## src/pcirq_pkg.sv

```systemverilog
// Purpose: shared constants for the pin-change interrupt block
// Assumes: AXI4-Lite slave, 32-bit data, one word per register
// Notes: register offsets are word indices; byte address is index * 4
package pcirq_pkg;
  localparam int ADDR_W = 12;
  localparam int DATA_W = 32;
  localparam int IDX_W = ADDR_W - 2;
  localparam int NUM_GROUPS = 4;
  localparam int GROUP_W = 8;
  localparam int NUM_PINS = NUM_GROUPS * GROUP_W;

  // word indices of the registers
  localparam logic [IDX_W-1:0] IDX_CTRL = 10'h068;
  localparam logic [IDX_W-1:0] IDX_CORE = 10'h069;
  localparam logic [IDX_W-1:0] IDX_FLAGS = 10'h06a;
  localparam logic [IDX_W-1:0] IDX_MASK0 = 10'h06b;
  localparam logic [IDX_W-1:0] IDX_MASK1 = 10'h06c;
  localparam logic [IDX_W-1:0] IDX_MASK2 = 10'h06d;
  localparam logic [IDX_W-1:0] IDX_MASK3 = 10'h073;

  // field positions and reset values
  localparam int GLOBAL_EN_BIT = 0;
  localparam logic [NUM_GROUPS-1:0] CTRL_RESET = 4'h0;
  localparam logic [NUM_GROUPS-1:0] FLAGS_RESET = 4'h0;
  localparam logic [GROUP_W-1:0] MASK_RESET = 8'h00;
  localparam logic GLOBAL_EN_RESET = 1'b0;

  // AXI response codes
  localparam logic [1:0] RESP_OKAY = 2'h0;
  localparam logic [1:0] RESP_SLVERR = 2'h2;
endpackage

```

## src/pcirq_change_detect.sv

```systemverilog
// Purpose: synchronise one group of pins and flag masked changes
// Assumes: pins are asynchronous to aclk
// Notes: hit is a one-cycle pulse, registered
`timescale 1ns/100ps
`default_nettype none
module pcirq_change_detect #(
  parameter int WIDTH = 8
) (
  input wire logic aclk,
  input wire logic aresetn,
  input wire logic [WIDTH-1:0] pins,
  input wire logic [WIDTH-1:0] mask,
  input wire logic group_en,
  output logic hit
);
  import pcirq_pkg::*;

  logic [WIDTH-1:0] sync1;
  logic [WIDTH-1:0] sync2;
  logic [WIDTH-1:0] prev;
  logic [WIDTH-1:0] changed;

  // two-flop synchroniser, then one more stage for edge compare
  always_ff @(posedge aclk) begin
    if (!aresetn) begin
      sync1 <= '0;
      sync2 <= '0;
      prev <= '0;
    end else begin
      sync1 <= pins;
      sync2 <= sync1;
      prev <= sync2;
    end
  end

  // per-pin enable is mask bit and group enable together
  assign changed = (sync2 ^ prev) & mask & {WIDTH{group_en}};

  always_ff @(posedge aclk) begin
    if (!aresetn) begin
      hit <= 1'b0;
    end else begin
      hit <= |changed;
    end
  end
endmodule
`default_nettype wire

```

## src/pcirq_top.sv

```systemverilog
// Purpose: pin-change interrupt logic, 32 pins in four groups of eight
// Assumes: vector_taken is a one-cycle pulse from the core, same clock
// Notes: flags use set-over-clear; all outputs are registered
// Function
// group 0 flag sets on a change of any enabled pin 0 to 7.
// set flag with global and group enable requests that group's vector.
// taking a group's vector clears that group's flag.
// writing one to a flag bit clears it; writing zero keeps it.
// group 3 mask enables pins 24 to 31, qualified by group 3 enable.
// group 2 mask enables pins 16 to 23, qualified by group 2 enable.
// group 1 mask enables pins 8 to 15, qualified by group 1 enable.
// group 0 mask enables pins 0 to 7, qualified by group 0 enable.
// a pin with mask bit zero never causes a change event.
// control bits 3:0 are group enables; upper bits read zero; reset zero.
// groups 1 to 3 have flags set and cleared like group 0.
// pins are synchronised; one transition sets the flag once.
// all four masks are read/write and reset to zero.
//
// Chosen here: register access over AXI4-Lite.
`timescale 1ns/100ps
`default_nettype none
module pcirq_top (
  input wire logic aclk,
  input wire logic aresetn,
  input wire logic [pcirq_pkg::ADDR_W-1:0] s_axi_awaddr,
  input wire logic [2:0] s_axi_awprot,
  input wire logic s_axi_awvalid,
  output logic s_axi_awready,
  input wire logic [pcirq_pkg::DATA_W-1:0] s_axi_wdata,
  input wire logic [pcirq_pkg::DATA_W/8-1:0] s_axi_wstrb,
  input wire logic s_axi_wvalid,
  output logic s_axi_wready,
  output logic [1:0] s_axi_bresp,
  output logic s_axi_bvalid,
  input wire logic s_axi_bready,
  input wire logic [pcirq_pkg::ADDR_W-1:0] s_axi_araddr,
  input wire logic [2:0] s_axi_arprot,
  input wire logic s_axi_arvalid,
  output logic s_axi_arready,
  output logic [pcirq_pkg::DATA_W-1:0] s_axi_rdata,
  output logic [1:0] s_axi_rresp,
  output logic s_axi_rvalid,
  input wire logic s_axi_rready,
  input wire logic [pcirq_pkg::NUM_PINS-1:0] change_pins,
  input wire logic [pcirq_pkg::NUM_GROUPS-1:0] vector_taken,
  output logic [pcirq_pkg::NUM_GROUPS-1:0] vector_request,
  output logic irq
);
  import pcirq_pkg::*;

  // register state
  logic [NUM_GROUPS-1:0] change_group_control;
  logic [NUM_GROUPS-1:0] change_group_flags;
  logic [NUM_GROUPS*GROUP_W-1:0] pin_mask;
  logic global_irq_enable;

  // bus state
  logic aw_full;
  logic w_full;
  logic ar_full;
  logic next_aw_full;
  logic next_w_full;
  logic next_ar_full;
  logic [IDX_W-1:0] aw_idx;
  logic [IDX_W-1:0] ar_idx;
  logic [DATA_W-1:0] wr_data;
  logic wr_lane0;
  logic wr_go;
  logic rd_go;
  logic wr_hit;
  logic rd_hit;
  logic [DATA_W-1:0] rd_word;

  // event paths
  logic [NUM_GROUPS-1:0] group_hit;
  logic [NUM_GROUPS-1:0] flag_clear;
  logic [NUM_GROUPS-1:0] next_flags;
  logic [NUM_GROUPS-1:0] next_request;

  // change detectors, one per group of eight pins
  genvar g;
  generate
    for (g = 0; g < NUM_GROUPS; g++) begin : gen_group
      pcirq_change_detect #(
        .WIDTH(GROUP_W)
      ) u_detect (
        .aclk(aclk),
        .aresetn(aresetn),
        .pins(change_pins[g*GROUP_W +: GROUP_W]),
        .mask(pin_mask[g*GROUP_W +: GROUP_W]),
        .group_en(change_group_control[g]),
        .hit(group_hit[g])
      );
    end
  endgenerate

  // write channel capture: address and data in either order
  assign wr_go = aw_full && w_full && !s_axi_bvalid;
  assign rd_go = ar_full && !s_axi_rvalid;
  assign next_aw_full = aw_full ? !wr_go : (s_axi_awvalid && s_axi_awready);
  assign next_w_full = w_full ? !wr_go : (s_axi_wvalid && s_axi_wready);
  assign next_ar_full = ar_full ? !rd_go : (s_axi_arvalid && s_axi_arready);

  always_ff @(posedge aclk) begin
    if (!aresetn) begin
      aw_full <= 1'b0;
      s_axi_awready <= 1'b0;
      aw_idx <= '0;
    end else begin
      aw_full <= next_aw_full;
      s_axi_awready <= !next_aw_full;
      if (s_axi_awvalid && s_axi_awready) begin
        aw_idx <= s_axi_awaddr[ADDR_W-1:2];
      end
    end
  end

  always_ff @(posedge aclk) begin
    if (!aresetn) begin
      w_full <= 1'b0;
      s_axi_wready <= 1'b0;
      wr_data <= '0;
      wr_lane0 <= 1'b0;
    end else begin
      w_full <= next_w_full;
      s_axi_wready <= !next_w_full;
      if (s_axi_wvalid && s_axi_wready) begin
        wr_data <= s_axi_wdata;
        wr_lane0 <= s_axi_wstrb[0];
      end
    end
  end

  always_comb begin
    case (aw_idx)
      IDX_CTRL, IDX_CORE, IDX_FLAGS, IDX_MASK0,
      IDX_MASK1, IDX_MASK2, IDX_MASK3: wr_hit = 1'b1;
      default: wr_hit = 1'b0;
    endcase
  end

  always_ff @(posedge aclk) begin
    if (!aresetn) begin
      s_axi_bvalid <= 1'b0;
      s_axi_bresp <= RESP_OKAY;
    end else if (wr_go) begin
      s_axi_bvalid <= 1'b1;
      s_axi_bresp <= wr_hit ? RESP_OKAY : RESP_SLVERR;
    end else if (s_axi_bready) begin
      s_axi_bvalid <= 1'b0;
    end
  end

  // register writes; only byte lane 0 carries data
  always_ff @(posedge aclk) begin
    if (!aresetn) begin
      change_group_control <= CTRL_RESET;
      global_irq_enable <= GLOBAL_EN_RESET;
      pin_mask <= {NUM_GROUPS{MASK_RESET}};
    end else if (wr_go && wr_lane0) begin
      case (aw_idx)
        IDX_CTRL: change_group_control <= wr_data[NUM_GROUPS-1:0];
        IDX_CORE: global_irq_enable <= wr_data[GLOBAL_EN_BIT];
        IDX_MASK0: pin_mask[0*GROUP_W +: GROUP_W] <=
          wr_data[GROUP_W-1:0];
        IDX_MASK1: pin_mask[1*GROUP_W +: GROUP_W] <=
          wr_data[GROUP_W-1:0];
        IDX_MASK2: pin_mask[2*GROUP_W +: GROUP_W] <=
          wr_data[GROUP_W-1:0];
        IDX_MASK3: pin_mask[3*GROUP_W +: GROUP_W] <=
          wr_data[GROUP_W-1:0];
        default: ;
      endcase
    end
  end

  // flag clears: write-one from software or vector taken by the core
  always_comb begin
    flag_clear = vector_taken;
    if (wr_go && wr_lane0 && aw_idx == IDX_FLAGS) begin
      flag_clear = flag_clear | wr_data[NUM_GROUPS-1:0];
    end
  end

  // a change arriving with its clear still sets the flag
  assign next_flags = (change_group_flags & ~flag_clear) | group_hit;
  assign next_request = next_flags & change_group_control
    & {NUM_GROUPS{global_irq_enable}};

  always_ff @(posedge aclk) begin
    if (!aresetn) begin
      change_group_flags <= FLAGS_RESET;
    end else begin
      change_group_flags <= next_flags;
    end
  end

  always_ff @(posedge aclk) begin
    if (!aresetn) begin
      vector_request <= '0;
      irq <= 1'b0;
    end else begin
      vector_request <= next_request;
      irq <= |next_request;
    end
  end

  // read path
  always_ff @(posedge aclk) begin
    if (!aresetn) begin
      ar_full <= 1'b0;
      s_axi_arready <= 1'b0;
      ar_idx <= '0;
    end else begin
      ar_full <= next_ar_full;
      s_axi_arready <= !next_ar_full;
      if (s_axi_arvalid && s_axi_arready) begin
        ar_idx <= s_axi_araddr[ADDR_W-1:2];
      end
    end
  end

  always_comb begin
    rd_word = '0;
    rd_hit = 1'b1;
    case (ar_idx)
      IDX_CTRL: rd_word[NUM_GROUPS-1:0] = change_group_control;
      IDX_CORE: rd_word[GLOBAL_EN_BIT] = global_irq_enable;
      IDX_FLAGS: rd_word[NUM_GROUPS-1:0] = change_group_flags;
      IDX_MASK0: rd_word[GROUP_W-1:0] = pin_mask[0*GROUP_W +: GROUP_W];
      IDX_MASK1: rd_word[GROUP_W-1:0] = pin_mask[1*GROUP_W +: GROUP_W];
      IDX_MASK2: rd_word[GROUP_W-1:0] = pin_mask[2*GROUP_W +: GROUP_W];
      IDX_MASK3: rd_word[GROUP_W-1:0] = pin_mask[3*GROUP_W +: GROUP_W];
      default: rd_hit = 1'b0;
    endcase
  end

  always_ff @(posedge aclk) begin
    if (!aresetn) begin
      s_axi_rvalid <= 1'b0;
      s_axi_rdata <= '0;
      s_axi_rresp <= RESP_OKAY;
    end else if (rd_go) begin
      s_axi_rvalid <= 1'b1;
      s_axi_rdata <= rd_word;
      s_axi_rresp <= rd_hit ? RESP_OKAY : RESP_SLVERR;
    end else if (s_axi_rready) begin
      s_axi_rvalid <= 1'b0;
    end
  end
endmodule
`default_nettype wire

```

## config.mk

```make
export PLATFORM = sky130hd
export DESIGN_NAME = pcirq_top
export DESIGN_NICKNAME = d
export VERILOG_FILES = /design/src/pcirq_pkg.sv /design/src/pcirq_change_detect.sv /design/src/pcirq_top.sv
export SDC_FILE = /design/constraint.sdc
export NUM_CORES = 1
export LEC_CHECK = 0
export ABC_AREA = 1
export BUFFER_PORTS_ARGS = -buffer_cell sky130_fd_sc_hd__buf_2
export CORE_ASPECT_RATIO = 0.9
export CORE_MARGIN = 1
export CORE_UTILIZATION = 30
export DETAILED_ROUTE_END_ITERATION = 6
export PLACE_DENSITY = 0.56
export SLEW_MARGIN = 20
export SYNTH_ARGS = -nofsm -noshare
export SYNTH_HDL_FRONTEND = slang
export SYNTH_SLANG_ARGS = --single-unit
export TNS_END_PERCENT = 10
```

## constraint.sdc

```tcl
create_clock -name aclk -period 2.2 [get_ports aclk]
set_clock_uncertainty 0.05 [all_clocks]
set_input_delay 0.11 -clock aclk [delete_from_list [all_inputs] [get_ports aclk]]
set_output_delay 0.11 -clock aclk [all_outputs]
set_load 0.05 [all_outputs]
```

==> key figures <==
Route
  • DR pass1 iterations: 5
  • Final wirelength: 16500 um
  • WL met1: 8633 um
  • Initial DRC Count: 348
  • Post-detailed-route wirelength per cell: 11.59 um
  • DRC: 0
  • Met2 Wirelength: 7023 um
  • ANT nets after route: 0
  • Highest Signal Layer: met4
  • Vias per cell: 4.157
  • Metal3 WL: 694 um
  • Via count: 5915

Run status
  • Status: complete, no violations

STA
  • Unrepaired setup endpoints after global routing: false
  • Final Cycle Share: 0.8100
  • Sum Neg Setup Slack: 0 ns
  • Max-slew violations: 0
  • Final setup margin: 0.4180 ns
  • WHS: 0.05428 ns
  • Final Hold Fails: 0
  • Worst Tran Pin Value: 0.5598 ns
  • Relative slew slack: 0.6240
  • Setup-failing EPs final: 0
  • Minimum clock period: 1.782 ns
  • Fmax: 561.2 MHz

Clocking
  • TritonCTS buffer count: 17
  • CTS tree: yes
  • Clock sink count: 193
  • CTS H-tree depth: 4
  • Clock root cell: clkbuf_16
  • Post-CTS sizing: 0
  • Clk Latency, worst-skew pair: 0.43 ns
  • Worst-path clk slew: 0.07 ns
  • Max Buffers Root-to-Sink: 2

Die
  • Num rows: 54
  • Initial Util: 0.3065
  • # IOs: 155
  • Die X: 167.9 um
  • Die height: 151.3 um
  • Die area: 25420 um^2
  • Core area: 24260 um^2

GRT
  • Vias in the first global route: 5284
  • Overall fraction of global-route tracks in use: 0.1351
  • Grt total ovfl: 0
  • Largest net degree at the start of global routing: 80
  • First-pass GRT wire length: 26500 um
  • Initial antenna violation count: 0

Critical path
  • Endpoint type of the worst setup path: register
  • Critical path class: reg2reg
  • Worst EP arrival: 2.09 ns
  • Startpoint types: register
  • Cells traversed along the worst timing path: inv_1 > nand2_1 > inv_1 > nand3_1 > o21ai_0 > nor2_1 > nand2_1 > nand2_1 > a21oi_1
  • CP startpoint: ar_idx[9]
  • Reg2reg end: s_axi_rdata[0]
  • CP Max Fanout: 12
  • CP peak stage delay: 0.34 ns
  • Required time of the critical path: 2.50 ns
  • Crit path top cell by count: nand2_1
  • R2R setup slack: 0.42 ns
  • Reg2reg path depth: 9
  • Max stage delay cell, worst path: nand3_1
  • Launching point of the worst reg2reg path: ar_idx[9]

Yosys
  • Post-Syn Instances: 955
  • Synth top area share: 0.5197
  • Post-Syn Area: 7435 um^2
  • Synth Warn #: 0
  • Top cells by area, synth: dfxtp_1 52%, nand2_1 8.4%, inv_1 8.4%
  • Top-count cell post-synth: dfxtp_1
  • Post-synth ARST share: 0
  • Flops & latches, synth: 193
  • Seq/Total Area, Yosys: 0.5197
  • Post-synth EDFFs: 0
  • Cell taking the most area after synthesis: dfxtp_1
  • Unique masters post-synth: 37
  • Synth Flop Type: dfxtp_1
  • Commonest cells in the netlist: 193 x dfxtp_1, 167 x nand2_1, 166 x inv_1
  • Avg Cell Area, Syn: 7.785 um^2

Worst hold path
  • Worst hold start: aresetn
  • Worst Hold Class: in2reg
  • Hold depth: 3
  • Worst hold endpoint: pin_mask[2]

Power
  • Power Density: 791.8 nW/um^2
  • Leak: 4.528 nW
  • Total power: 7.391 mW
  • Worst ir drop on vdd: 0.0004373 V

Place
  • Setup WS pre-CTS: 0.4454 ns
  • HPWL after DPL: 11530 um
  • GPL Wtd Cong: 0.8305
  • PortBufs: 91

Job
  • Max Cap Violations: 0

Finish
  • Layout Nets: 1212
  • Synthesis-to-layout area growth: 25.55%
  • Layout cell share with drive strength beyond 1: 0.1444
  • N_diodes: 0
  • Layout fillers: 2543
## state kept, by name, summed over array words and instances (netlist names), 4 cells and up
signal                    cells
gen_group.u_detect.prev      32
aw_idx                       10
gen_group.u_detect.sync2     32
wr_data                       8
ar_idx                       10
vector_request                4
pin_mask                     32
s_axi_rdata                   8
gen_group.u_detect.sync1     32
gen_group.u_detect.hit        4
change_group_flags            4
change_group_control          4
## area by class of cell
class | instances | area [um^2] | share of cell area
clock buffers | 21 | 450.4 | 0.04826
clock inverters | 10 | 125.1 | 0.01340
inverters | 175 | 659.4 | 0.07064
multi-input cells | 552 | 2651 | 0.2840
flip-flops and latches | 193 | 3864 | 0.4139
well taps | 308 | 385.4 | 0.04129
repair buffers | 164 | 1199 | 0.1284
## power by group
group          internal, mW  total [mW]  leakage (nW)  switching [mW]
Clock                  1.72        3.05         0.267            1.34
Sequential             3.62        3.71          1.58          0.0890
Combinational         0.229       0.627          2.68           0.399
## layout by cell type (no fill, tap or decap), types with 4 or more instances in the layout
| master | netlist | layout |
|---|---|---|
| clkbuf_16 | 0 | 17 |
| a21oi_1 | 55 | 55 |
| buf_2 | 4 | 90 |
| o21ai_1 | 4 | 4 |
| a21o_1 | 4 | 4 |
| or2_2 | 4 | 4 |
| nand4_1 | 15 | 15 |
| inv_6 | 0 | 4 |
| a211oi_2 | 8 | 8 |
| buf_4 | 27 | 5 |
| dlygate4sd3_1 | 0 | 67 |
| inv_2 | 6 | 6 |
| conb_1 | 1 | 26 |
| nand2_1 | 167 | 167 |
| clkinvlp_4 | 0 | 4 |
| xnor2_1 | 8 | 8 |
| dfxtp_1 | 193 | 193 |
| nand3_1 | 16 | 16 |
| o21ai_0 | 91 | 91 |
| a211oi_1 | 6 | 6 |
| o22ai_1 | 10 | 10 |
| nor3_1 | 6 | 6 |
| nor2_1 | 110 | 110 |
| inv_1 | 166 | 166 |
## repair_timing
action	4_1_cts	5_1_grt
setup buffers	0	0
endpoints found under the hold margin	68	0
hold buffers	67	0
## cell families (layout without fill, tap and decap cells)
| group | count (synthesis) | count (layout) | synth area share |
|---|---|---|---|
| compound gates | 179 | 179 | 0.1341 |
| xor+xnor | 10 | 10 | 0.01178 |
| buf+inv | 235 | 370 | 0.1363 |
| flops | 193 | 193 | 0.5197 |
| other cells | 1 | 26 | 0.0005044 |
| simple gates | 337 | 337 | 0.1976 |
## critical path: cells and delay by family, from the launching register on
family,cells,cell delay [ns]
compound gates,2,0.37
buf+inv,2,0.37
flops,1,0.30
simple gates,5,0.61
## stage by stage
stage	utilization	cell area (um^2)	cells
3_3_place_gp	0.3334	8088	1325
2_1_floorplan	-	7528	980
3_5_place_dp	0.3334	8088	1325
5_1_grt	0.3848	9334	1423
6_report	0.3848	9334	1423
4_1_cts	0.3848	9334	1423
## layer usage
metal | global-route usage | vias up
met5 | 0 | -
met4 | 0.03028 | 0
met3 | 0.03632 | 12
met2 | 0.2129 | 121
met1 | 0.1839 | 2584
li1 | - | 3198
## how the worst max path moves through the flow
stage	slack, ns	end	depth (start not counted)
finish	0.42	s_axi_rdata[0]	9
CTS	0.43	pin_mask[28]	5
global placement	0.49	pin_mask[28]	5
floorplan	0.56	pin_mask[23]	9
detailed placement	0.45	pin_mask[28]	5
global route	0.17	pin_mask[28]	5
Note: power is estimated with default switching activity, not from simulation.
